--- src/rtl/lmc_defines.svh ---
// Constants of the link memory command handler: codes, fields, windows, reset values.
// Assumes inclusion by bare name from the handler's design files.
`ifndef LMC_DEFINES_SVH
`define LMC_DEFINES_SVH

// Command codes on the command port; the values are arbitrary, zero means no command.
`define LMC_CMD_NONE 16'h0000
`define LMC_CMD_POKE 16'h0001
`define LMC_CMD_IRD 16'h0002
`define LMC_CMD_IWR 16'h0003
`define LMC_CMD_XRD 16'h0004
`define LMC_CMD_XWR 16'h0005
`define LMC_CMD_CFG 16'h0006

// Write-logic selector values for a poke.
`define LMC_LOGIC_DIRECT 2'h0
`define LMC_LOGIC_AND 2'h1
`define LMC_LOGIC_OR 2'h2

// Word sent on the link when a command has completed; the value is arbitrary.
`define LMC_ACK_CODE 16'h0FED

// Direct windows of the host parallel port into internal memory.
`define LMC_HP_LOW_TOP 16'h3FFF
`define LMC_HP_HIGH_BASE 16'hE000

// Reset values.
`define LMC_BAUD_RESET 16'h0000
`define LMC_WORD_RESET 16'h0000

`endif

--- src/rtl/lmc_pkg.sv ---
// Types shared by the link memory command handler, its memory model and its bench.
// Assumes lmc_defines.svh holds the numeric constants.
package lmc_pkg;

    typedef enum logic [1:0] {
        LMC_TP_PARALLEL = 2'b00,
        LMC_TP_SERIAL = 2'b01,
        LMC_TP_SPI = 2'b10
    } lmc_transport_t;

    typedef struct packed {
        logic [15:0] command;
        lmc_transport_t transport;
        logic [15:0] target_address;
        logic [15:0] word_count;
        logic [15:0] staging_pointer;
        logic [15:0] poke_data;
        logic [1:0] write_logic_select;
        logic [15:0] serial_speed_setting;
    } lmc_cmd_t;

    typedef struct packed {
        logic req;
        logic we;
        logic [15:0] addr;
        logic [15:0] wdata;
    } lmc_mem_req_t;

    typedef enum logic [3:0] {
        LMC_ST_IDLE = 4'b0000,
        LMC_ST_POKE_RD = 4'b0001,
        LMC_ST_MEM_RD = 4'b0010,
        LMC_ST_MEM_WR = 4'b0011,
        LMC_ST_LINK_TX = 4'b0100,
        LMC_ST_LINK_RX = 4'b0101,
        LMC_ST_HP_ACC = 4'b0110,
        LMC_ST_SEND_ACK = 4'b0111
    } lmc_state_t;

endpackage

--- src/rtl/lmc_cmd_handler.sv ---
// Link memory command handler: poke, block read/write, staged external
// transfers, link configuration and the host parallel port memory windows.
// Assumes one clock, a memory that answers each request with MEM_ACK, and
// link streams on the same clock.
// Functional notes
// - Poke writes one word, any address
// - Poke selector: direct, AND, OR
// - Parameters arrive in the command packet
// - Internal block read streams words out
// - Parallel port windows low and high
// - Block read addresses are not checked
// - Internal block write, no range check
// - External read stages, then streams out
// - External write stages, then copies out
// - Config changes baud on serial only
// - Command zero ignored, no response
`timescale 1ns/100ps
`include "lmc_defines.svh"

module lmc_cmd_handler (
    input wire logic CLK,
    input wire logic RST_N,
    input wire logic CE,
    input wire logic CMD_VALID,
    output logic CMD_READY,
    input wire lmc_pkg::lmc_cmd_t CMD,
    input wire logic RX_VALID,
    output logic RX_READY,
    input wire logic [15:0] RX_DATA,
    output logic TX_VALID,
    input wire logic TX_READY,
    output logic [15:0] TX_DATA,
    output logic ACK_SENT,
    output lmc_pkg::lmc_mem_req_t MEM_OUT,
    input wire logic [15:0] MEM_RDATA,
    input wire logic MEM_ACK,
    input wire logic HP_REQ,
    input wire logic HP_WE,
    input wire logic [15:0] HP_ADDR,
    input wire logic [15:0] HP_WDATA,
    output logic HP_DONE,
    output logic HP_REJECT,
    output logic [15:0] HP_RDATA,
    output logic [15:0] SERIAL_SPEED
);

    lmc_pkg::lmc_state_t st_ff, nxt_st;
    lmc_pkg::lmc_mem_req_t mem_ff, nxt_mem;
    logic [15:0] op_ff, nxt_op;
    logic phase_ff, nxt_phase;
    logic [1:0] sel_ff, nxt_sel;
    logic [15:0] rd_ff, nxt_rd;
    logic [15:0] wr_ff, nxt_wr;
    logic [15:0] cnt_ff, nxt_cnt;
    logic [15:0] len_ff, nxt_len;
    logic [15:0] addr_ff, nxt_addr;
    logic [15:0] stage_ff, nxt_stage;
    logic [15:0] buf_ff, nxt_buf;
    logic [15:0] baud_ff, nxt_baud;
    logic [15:0] hprd_ff, nxt_hprd;
    logic hpdone_ff, nxt_hpdone;
    logic hprej_ff, nxt_hprej;
    logic [15:0] merged;

    function automatic logic in_window(input logic [15:0] a);
        in_window = (a <= `LMC_HP_LOW_TOP) || (a >= `LMC_HP_HIGH_BASE);
    endfunction

    function automatic logic [15:0] step(input logic [15:0] v);
        step = v + 16'h0001;
    endfunction

    lmc_word_merge u_merge (
        .sel(sel_ff),
        .old_word(MEM_RDATA),
        .new_word(buf_ff),
        .merged(merged)
    );

    // Read data that leaves on the link, otherwise it is written back.
    logic to_link;
    logic from_link;
    logic last;
    assign to_link = (op_ff == `LMC_CMD_IRD) || ((op_ff == `LMC_CMD_XRD) && phase_ff);
    assign from_link = (op_ff == `LMC_CMD_IWR) || ((op_ff == `LMC_CMD_XWR) && !phase_ff);
    assign last = (cnt_ff == 16'h0001);

    always_comb begin
        nxt_st = st_ff;
        nxt_op = op_ff;
        nxt_phase = phase_ff;
        nxt_sel = sel_ff;
        nxt_rd = rd_ff;
        nxt_wr = wr_ff;
        nxt_cnt = cnt_ff;
        nxt_len = len_ff;
        nxt_addr = addr_ff;
        nxt_stage = stage_ff;
        nxt_buf = buf_ff;
        nxt_baud = baud_ff;
        nxt_hprd = hprd_ff;
        nxt_hpdone = 1'b0;
        nxt_hprej = 1'b0;
        case (st_ff)
            lmc_pkg::LMC_ST_IDLE: begin
                if (CMD_VALID) begin
                    nxt_op = CMD.command;
                    nxt_phase = 1'b0;
                    nxt_sel = CMD.write_logic_select;
                    nxt_len = CMD.word_count;
                    nxt_cnt = CMD.word_count;
                    nxt_addr = CMD.target_address;
                    nxt_stage = CMD.staging_pointer;
                    nxt_buf = CMD.poke_data;
                    nxt_rd = CMD.target_address;
                    nxt_wr = CMD.target_address;
                    case (CMD.command)
                        `LMC_CMD_NONE: nxt_st = lmc_pkg::LMC_ST_IDLE;
                        `LMC_CMD_POKE: begin
                            nxt_cnt = 16'h0001;
                            if (CMD.write_logic_select == `LMC_LOGIC_DIRECT) begin
                                nxt_st = lmc_pkg::LMC_ST_MEM_WR;
                            end else begin
                                nxt_st = lmc_pkg::LMC_ST_POKE_RD;
                            end
                        end
                        `LMC_CMD_IRD: nxt_st = lmc_pkg::LMC_ST_MEM_RD;
                        `LMC_CMD_IWR: nxt_st = lmc_pkg::LMC_ST_LINK_RX;
                        `LMC_CMD_XRD: begin
                            nxt_wr = CMD.staging_pointer;
                            nxt_st = lmc_pkg::LMC_ST_MEM_RD;
                        end
                        `LMC_CMD_XWR: begin
                            nxt_wr = CMD.staging_pointer;
                            nxt_st = lmc_pkg::LMC_ST_LINK_RX;
                        end
                        `LMC_CMD_CFG: begin
                            if (CMD.transport == lmc_pkg::LMC_TP_SERIAL) begin
                                nxt_baud = CMD.serial_speed_setting;
                            end
                            nxt_st = lmc_pkg::LMC_ST_SEND_ACK;
                        end
                        default: nxt_st = lmc_pkg::LMC_ST_SEND_ACK;
                    endcase
                    if (CMD.command != `LMC_CMD_NONE && CMD.command != `LMC_CMD_POKE &&
                        CMD.command != `LMC_CMD_CFG && CMD.word_count == 16'h0000) begin
                        nxt_st = lmc_pkg::LMC_ST_SEND_ACK;
                    end
                    if (nxt_st == lmc_pkg::LMC_ST_SEND_ACK) begin
                        nxt_buf = `LMC_ACK_CODE;
                    end
                end else if (HP_REQ && !hpdone_ff) begin
                    // A request still held during the done pulse is the old one, not a new one.
                    // outside windows refused
                    if (in_window(HP_ADDR)) begin
                        nxt_st = lmc_pkg::LMC_ST_HP_ACC;
                    end else begin
                        nxt_hpdone = 1'b1;
                        nxt_hprej = 1'b1;
                    end
                end
            end
            lmc_pkg::LMC_ST_POKE_RD: begin
                if (MEM_ACK) begin
                    nxt_buf = merged;
                    nxt_st = lmc_pkg::LMC_ST_MEM_WR;
                end
            end
            lmc_pkg::LMC_ST_MEM_RD: begin
                if (MEM_ACK) begin
                    nxt_buf = MEM_RDATA;
                    nxt_rd = step(rd_ff);
                    nxt_st = to_link ? lmc_pkg::LMC_ST_LINK_TX : lmc_pkg::LMC_ST_MEM_WR;
                end
            end
            lmc_pkg::LMC_ST_LINK_RX: begin
                if (RX_VALID) begin
                    nxt_buf = RX_DATA;
                    nxt_st = lmc_pkg::LMC_ST_MEM_WR;
                end
            end
            lmc_pkg::LMC_ST_LINK_TX: begin
                if (TX_READY) begin
                    nxt_cnt = cnt_ff - 16'h0001;
                    if (last) begin
                        nxt_buf = `LMC_ACK_CODE;
                        nxt_st = lmc_pkg::LMC_ST_SEND_ACK;
                    end else begin
                        nxt_st = lmc_pkg::LMC_ST_MEM_RD;
                    end
                end
            end
            lmc_pkg::LMC_ST_MEM_WR: begin
                if (MEM_ACK) begin
                    nxt_wr = step(wr_ff);
                    nxt_cnt = cnt_ff - 16'h0001;
                    if (last) begin
                        if (!phase_ff && (op_ff == `LMC_CMD_XRD || op_ff == `LMC_CMD_XWR)) begin
                            nxt_phase = 1'b1;
                            nxt_cnt = len_ff;
                            nxt_rd = stage_ff;
                            nxt_wr = addr_ff;
                            nxt_st = lmc_pkg::LMC_ST_MEM_RD;
                        end else begin
                            nxt_buf = `LMC_ACK_CODE;
                            nxt_st = lmc_pkg::LMC_ST_SEND_ACK;
                        end
                    end else begin
                        nxt_st = from_link ? lmc_pkg::LMC_ST_LINK_RX : lmc_pkg::LMC_ST_MEM_RD;
                    end
                end
            end
            lmc_pkg::LMC_ST_HP_ACC: begin
                if (MEM_ACK) begin
                    nxt_hprd = MEM_RDATA;
                    nxt_hpdone = 1'b1;
                    nxt_st = lmc_pkg::LMC_ST_IDLE;
                end
            end
            lmc_pkg::LMC_ST_SEND_ACK: begin
                if (TX_READY) begin
                    nxt_st = lmc_pkg::LMC_ST_IDLE;
                end
            end
            default: nxt_st = lmc_pkg::LMC_ST_IDLE;
        endcase
        // Memory request follows the state being entered.
        nxt_mem = '0;
        case (nxt_st)
            lmc_pkg::LMC_ST_POKE_RD: nxt_mem = '{1'b1, 1'b0, nxt_wr, 16'h0000};
            lmc_pkg::LMC_ST_MEM_RD: nxt_mem = '{1'b1, 1'b0, nxt_rd, 16'h0000};
            lmc_pkg::LMC_ST_MEM_WR: nxt_mem = '{1'b1, 1'b1, nxt_wr, nxt_buf};
            lmc_pkg::LMC_ST_HP_ACC: begin
                if (st_ff == lmc_pkg::LMC_ST_HP_ACC) begin
                    nxt_mem = mem_ff;
                end else begin
                    nxt_mem = '{1'b1, HP_WE, HP_ADDR, HP_WDATA};
                end
            end
            default: nxt_mem = '0;
        endcase
    end

    always_ff @(posedge CLK) begin
        if (!RST_N) begin
            st_ff <= lmc_pkg::LMC_ST_IDLE;
            mem_ff <= '0;
            op_ff <= `LMC_CMD_NONE;
            phase_ff <= 1'b0;
            sel_ff <= `LMC_LOGIC_DIRECT;
            rd_ff <= `LMC_WORD_RESET;
            wr_ff <= `LMC_WORD_RESET;
            cnt_ff <= `LMC_WORD_RESET;
            len_ff <= `LMC_WORD_RESET;
            addr_ff <= `LMC_WORD_RESET;
            stage_ff <= `LMC_WORD_RESET;
            buf_ff <= `LMC_WORD_RESET;
            baud_ff <= `LMC_BAUD_RESET;
            hprd_ff <= `LMC_WORD_RESET;
            hpdone_ff <= 1'b0;
            hprej_ff <= 1'b0;
        end else if (CE) begin
            st_ff <= nxt_st;
            mem_ff <= nxt_mem;
            op_ff <= nxt_op;
            phase_ff <= nxt_phase;
            sel_ff <= nxt_sel;
            rd_ff <= nxt_rd;
            wr_ff <= nxt_wr;
            cnt_ff <= nxt_cnt;
            len_ff <= nxt_len;
            addr_ff <= nxt_addr;
            stage_ff <= nxt_stage;
            buf_ff <= nxt_buf;
            baud_ff <= nxt_baud;
            hprd_ff <= nxt_hprd;
            hpdone_ff <= nxt_hpdone;
            hprej_ff <= nxt_hprej;
        end
    end

    assign CMD_READY = CE && (st_ff == lmc_pkg::LMC_ST_IDLE);
    assign RX_READY = CE && (st_ff == lmc_pkg::LMC_ST_LINK_RX);
    assign TX_VALID = (st_ff == lmc_pkg::LMC_ST_LINK_TX) || (st_ff == lmc_pkg::LMC_ST_SEND_ACK);
    assign TX_DATA = buf_ff;
    assign ACK_SENT = CE && TX_READY && (st_ff == lmc_pkg::LMC_ST_SEND_ACK);
    assign MEM_OUT = mem_ff;
    assign HP_DONE = hpdone_ff;
    assign HP_REJECT = hprej_ff;
    assign HP_RDATA = hprd_ff;
    assign SERIAL_SPEED = baud_ff;

endmodule

--- src/rtl/lmc_word_merge.sv ---
// Combines a poke word with the current memory contents.
// Assumes the caller supplies the word read back from the target address.
`timescale 1ns/100ps
`include "lmc_defines.svh"

module lmc_word_merge (
    input wire logic [1:0] sel,
    input wire logic [15:0] old_word,
    input wire logic [15:0] new_word,
    output logic [15:0] merged
);

    always_comb begin
        case (sel)
            `LMC_LOGIC_AND: merged = old_word & new_word;
            `LMC_LOGIC_OR: merged = old_word | new_word;
            default: merged = new_word;
        endcase
    end

endmodule

--- config.mk ---
export PLATFORM = sky130hd
export DESIGN_NAME = lmc_cmd_handler
export DESIGN_NICKNAME = d
export VERILOG_FILES = /design/src/rtl/lmc_pkg.sv /design/src/rtl/lmc_cmd_handler.sv /design/src/rtl/lmc_word_merge.sv
export VERILOG_INCLUDE_DIRS = /design/src /design/src/rtl
export SDC_FILE = /design/constraint.sdc
export NUM_CORES = 1
export LEC_CHECK = 0
export ABC_CLOCK_PERIOD_IN_PS = 8440
export BUFFER_PORTS_ARGS = -buffer_cell sky130_fd_sc_hd__buf_2
export CAP_MARGIN = 20
export CORE_MARGIN = 2
export CORE_UTILIZATION = 40
export DETAILED_ROUTE_END_ITERATION = 8
export GPL_TIMING_DRIVEN = 0
export PLACE_DENSITY = 0.72
export SKIP_CTS_REPAIR_TIMING = 1
export SLEW_MARGIN = 20
export SYNTH_ARGS = -nofsm -noshare
export SYNTH_HDL_FRONTEND = slang
export SYNTH_SLANG_ARGS = --single-unit
export TNS_END_PERCENT = 20
--- constraint.sdc ---
create_clock -name CLK -period 8.44 [get_ports CLK]
set_clock_uncertainty 0.1 [all_clocks]
set_input_delay 1.688 -clock CLK [delete_from_list [all_inputs] [get_ports CLK]]
set_output_delay 1.688 -clock CLK [all_outputs]
set_load 0.005 [all_outputs]
# Word level (Yosys, flattened, before mapping)
# Index checks and enable logic that the tools add are counted.
# W data, S select, Z words.
dict set report totals {
  n_memories 0
  latchBits 0
  elab_cells 159
  inputBits 173
  romBits 0
  ramBits 0
  regBits 203
  output_inout_bits 88
}
dict set report classes {
  addsub 3
  muxes 65
  n_eq_ne 34
  div_mod_pow 0
  n_mul 0
  reduce_logical 34
  shift 0
  order_cmp 2
  bitwise_logic 2
}
# operator count
set ops {}
lappend ops {{$mux W16} 26}
lappend ops {{$pmux W34 S4} 1}
lappend ops {{$pmux W16 S3} 2}
lappend ops {{$pmux W16 S6} 1}
lappend ops {{$eq A16 B3 Y1 const B} 5}
lappend ops {{$eq A16 B2 Y1 const B} 4}
lappend ops {{$pmux W16 S2} 2}
lappend ops {{$mux W4} 14}
lappend ops {{$mux W34} 1}
lappend ops {{$add A16 B1 Y16 const B} 2}
lappend ops {{$eq A16 B1 Y1 const B} 2}
lappend ops {{$logic_not A16 Y1} 2}
lappend ops {{$pmux W4 S8} 1}
lappend ops {{$eq A4 B3 Y1 const B} 6}
lappend ops {{$and A16 B16 Y16} 1}
lappend ops {{$eq A4 B2 Y1 const B} 4}
lappend ops {{$ge A16 B16 Y1 const B} 1}
lappend ops {{$le A16 B14 Y1 const B} 1}
lappend ops {{$ne A16 B1 Y1 const B} 1}
lappend ops {{$ne A16 B3 Y1 const B} 1}
lappend ops {{$or A16 B16 Y16} 1}
lappend ops {{$reduce_bool A16 Y1} 1}
lappend ops {{$sub A16 B1 Y16 const B} 1}
lappend ops {{$mux W3} 4}
lappend ops {{20 further kinds} 55}

# Longest topological paths before layout
dict set report logic_depth {
  ltp_word 12
  ltp_mapped 13
  mapped_depth_nobuf 10
}

# Hierarchy
# A second synthesis with hierarchy kept.
dict set report hier_totals {
  hier_cells 1551
  area_unflattened_um2 11691.2
}
# mod instances seq_area_each_um2 cells_per_inst area_per_inst_um2
set modules_own_cells {}
lappend modules_own_cells {lmc_cmd_handler 1 4063.9 1475 11224.5}
lappend modules_own_cells {lmc_word_merge 1 0.0 76 466.7}

# Worst setup path before layout
# No wires, ideal clock.
dict set report synth_timing {
  kind {input to output}
  startpoint {input CE}
  endpoint {output ACK_SENT}
  cell_stages 5
  required_ns 6.652
  t_arrival_ns 2.713
  path_slack_ns 3.939
  path_buffers 3
  path_cell_list {clkbuf_1 clkbuf_1 buf_1 nand3_1 nor2_1}
}
dict set report synth_via {
  elab_chain_len 2
}
# element line
set synth_rtl {}
lappend synth_rtl {{start: declaration} lmc_cmd_handler.sv:23} ;# input wire logic CE,
lappend synth_rtl {{$logic_and A1 B1 Y1 (2 in series)} lmc_cmd_handler.sv:286} ;# assign ACK_SENT = CE && TX_READY && (st_ff == lmc_pkg::LMC_ST_SEND_ACK);
lappend synth_rtl {{end: declaration} lmc_cmd_handler.sv:33} ;# output logic ACK_SENT,
# No other way between the ends.

# Final worst setup path
# Same ends and word-level chain as after synthesis.

==> key figures <==
Route
  – Met3 Routed Length: 5410 um
  – Final routed wire length divided by cell count: 20.7 um
  – Routed wl met2: approximately 20000 um
  – Remaining antenna violation count after routing: 0
  – Post-detailed-route DRC marker count: 0
  – Via count: 13000
  – Violation count after the first detailed-routing iteration: 1414
  – Top layer used by detailed routing: met5
  – Detailed-route wire length on metal 1: 18300 um
  – Number of optimization iterations in the first detailed-route pass: 6
  – Total routed wirelength: 45500 um
  – Average vias per placed instance: 5.93

Global routing
  – Wire length of the first global-routing pass: between 60000 and 70000 um
  – Global Route Usage Sum: 28.9%
  – Antenna violations before repair: 5
  – Grt ovf: 0
  – Via count of the first global-routing pass: 12200
  – Pin count of the biggest net entering global routing: 13

Cells and area
  – Nets: 1975
  – Storage element area: 0.00406 mm2
  – Final cell count without fillers: 2198
  – Area used by multi-input combinational logic: 0.00692 mm2
  – Layout filler cell count: 2900
  – Area growth from synthesis to layout: 22.5%
  – Post-Route Utilization: around half
  – Layout cell share with drive strength beyond 1: 20.8%

Power and ir drop
  – Peak ir drop on the vdd network: 133 uV
  – Total power draw: 2.75 mW
  – Power per cell area: between 150 and 200 mW/mm2
  – Leakage: 5.63 nW

Synth
  – Warnings, synthesis: 0
  – Count of flip-flops with a built-in enable after synthesis: 0
  – Library cells used by synthesis: 79
  – Net count after synthesis: 1690
  – Sequential fraction of the synthesis area: 35.2%
  – Ys async rst share: 0%
  – Cell area after synthesis: 0.0115 mm2
  – Cells after synthesis: 1511
  – Yosys reg bits: 203
  – Avg Inst Size Synth: 7.64 um2
  – Top FF cell, synth: dfxtp_1

Worst setup path
  – Depth of the most critical reg-to-reg path: 10
  – Worst Path Required: around 6.7 ns
  – Critical path capture point type: output port
  – WP data arrival: 4.00 ns
  – Reg2reg end: MEM_OUT[23]
  – CP Class: in2out
  – Reg-to-Reg Start: cnt_ff[1]
  – R2R setup slack: 4.33 ns
  – Worst-path fanout max: 10
  – Startpoint type of the worst setup path: primary input

Timing
  – Final setup vio count: 0
  – Relative slew slack: 31.1%
  – Post-layout min period: 5.79 ns
  – Final critical-path setup slack: 2.65 ns
  – Worst Max-Slew Pin Slew: 1.02 ns
  – Setup TNS: 0 ns
  – Setup repair after global routing missed its margin: false
  – Hold violation total from the final report: 0
  – Fmax: 173 MHz
  – Final Slew Violations: 0
  – Final cycle utilization of the critical path: 68.6%

Clock tree
  – Clock slew seen by the registers of the worst setup and hold paths: 0.06 ns
  – Clock root buffer master: clkbuf_16
  – CTS max path bufs: 3
  – Clock latency on the worst-skew pair: 0.54 ns
  – Count of clock tree sinks: 203
  – H-tree lvl count: 1
  – CTS tree: yes
  – Number of buffers inserted during clock tree synthesis: 24

Status
  – Status: complete, no violations

Hold path
  – Hold worst-path end: SERIAL_SPEED[12]
  – Kind of path behind the tightest hold check: reg2reg
  – Hold Path Depth: 2
  – Startpoint of the worst hold path: SERIAL_SPEED[12]

Floorplanning
  – Floorplan row count: 62
  – Starting density of the core: around two fifths
  – Core Region: between 0.02 and 0.03 mm2
  – IO Count: 261
  – Floorplan die area: 0.0302 mm2
  – Vertical die dimension: 174 um
  – Die extent in x: 174 um

Placement
  – Placed Instances: 2154
  – Buffers on Ports: 259
  – Pre-CTS setup slack: 2.83 ns
  – HPWL after detailed placement: ~35000 um
  – Routability congestion estimate from global placement: 0.993

Flow run
  – Number of max-cap violations: 0
[critical path, stage by stage]
cell and delay [ns]:
buf_2 0.16, clkbuf_1 0.46, clkbuf_1 0.56, buf_1 0.56, nand3_1 0.14, nor2_1 0.26, buf_2 0.17
[flip-flops by register name, indices dropped and copies added (netlist names)]
signal / flops
sel_ff: 2
rd_ff: 16
HP_REJECT: 1
SERIAL_SPEED: 16
phase_ff: 1
HP_DONE: 1
wr_ff: 16
addr_ff: 16
HP_RDATA: 16
stage_ff: 16
TX_DATA: 16
st_ff: 4
len_ff: 16
cnt_ff: 16
MEM_OUT: 34
op_ff: 16
[synthesized netlist by cell type, drive strengths merged (11+ instances only)]
master	instances	area, um2
nand2	318	1190
dfxtp	203	4060
a21oi	164	821
nor2	121	454
o21ai	95	475
clkbuf	89	334
mux2i	48	480
a22o	35	307
buf	29	161
a222oi	28	280
a211oi	27	215
nor3	23	120
nand4	22	138
nand3	21	105
inv	20	75.1
a221oi	19	223
and3	19	119
mux2	17	191
nor4	17	144
a22oi	14	105
and2	11	68.8
o21a	11	82.6
xnor2	11	96.3
[worst max-delay path by stage]
stage,start,end,slack (ns),cells past startpoint
4_1_cts,CE,ACK_SENT,2.81,7
3_5_place_dp,CE,ACK_SENT,2.83,7
5_1_grt,CE,ACK_SENT,2.64,7
2_1_floorplan,CE,ACK_SENT,3.94,5
3_3_place_gp,CE,ACK_SENT,2.81,7
6_report,CE,ACK_SENT,2.65,7
[metrics by stage]
| stage | cell area, um2 | hold slack (ns) |
|---|---|---|
| floorplan | 11500 | 0.332 |
| global placement | 13300 | 0.335 |
| detailed placement | 13300 | 0.342 |
| CTS | 14100 | 0.348 |
| global route | 14100 | 0.363 |
| finish | 14100 | 0.347 |
[metal layers]
layer | up-vias | GRT usage (%)
met5 | - | 0
met4 | 6 | 12.5
met3 | 135 | 6.98
met2 | 823 | 44.7
met1 | 6009 | 38.3
li1 | 6062 | -
[area by class of cell]
class,instances,area share [%]
Antenna cell,1,0.0177
Buffer,118,3.50
Clock buffer,33,4.99
Clock inverter,10,0.743
Inverter,20,0.531
Multi-Input combinational cell,1170,48.9
Sequential cell,203,28.7
Tap cell,384,3.40
Timing Repair Buffer,259,9.16
[layout by cell type (no fill, tap or decap), drive strengths merged, types with 28 or more instances in the layout]
cell type and instances:
a21oi 164, a222oi 28, a22o 35, buf 288, clkbuf 122, dfxtp 203, mux2i 48, nand2 318
nor2 121, o21ai 95
[report_power, final]
| part | leakage, nW | total (mW) | switching (mW) | internal [mW] |
|---|---|---|---|---|
| clock network | 0.400 | 1.08 | 0.433 | 0.643 |
| logic | 3.58 | 0.617 | 0.395 | 0.222 |
| registers | 1.65 | 1.05 | 0.0471 | 1.01 |
[cells by family after synthesis]
group                      synth area share, %
AOI/OAI and AO/OA                         27.4
xor gates and xnor gates                  1.44
adders and majority gates                0.737
buffers and inverters                     4.94
DFF                                       35.2
muxes                                     5.82
and+or+nand+nor                           24.5
(Power assumes the default switching activity.)
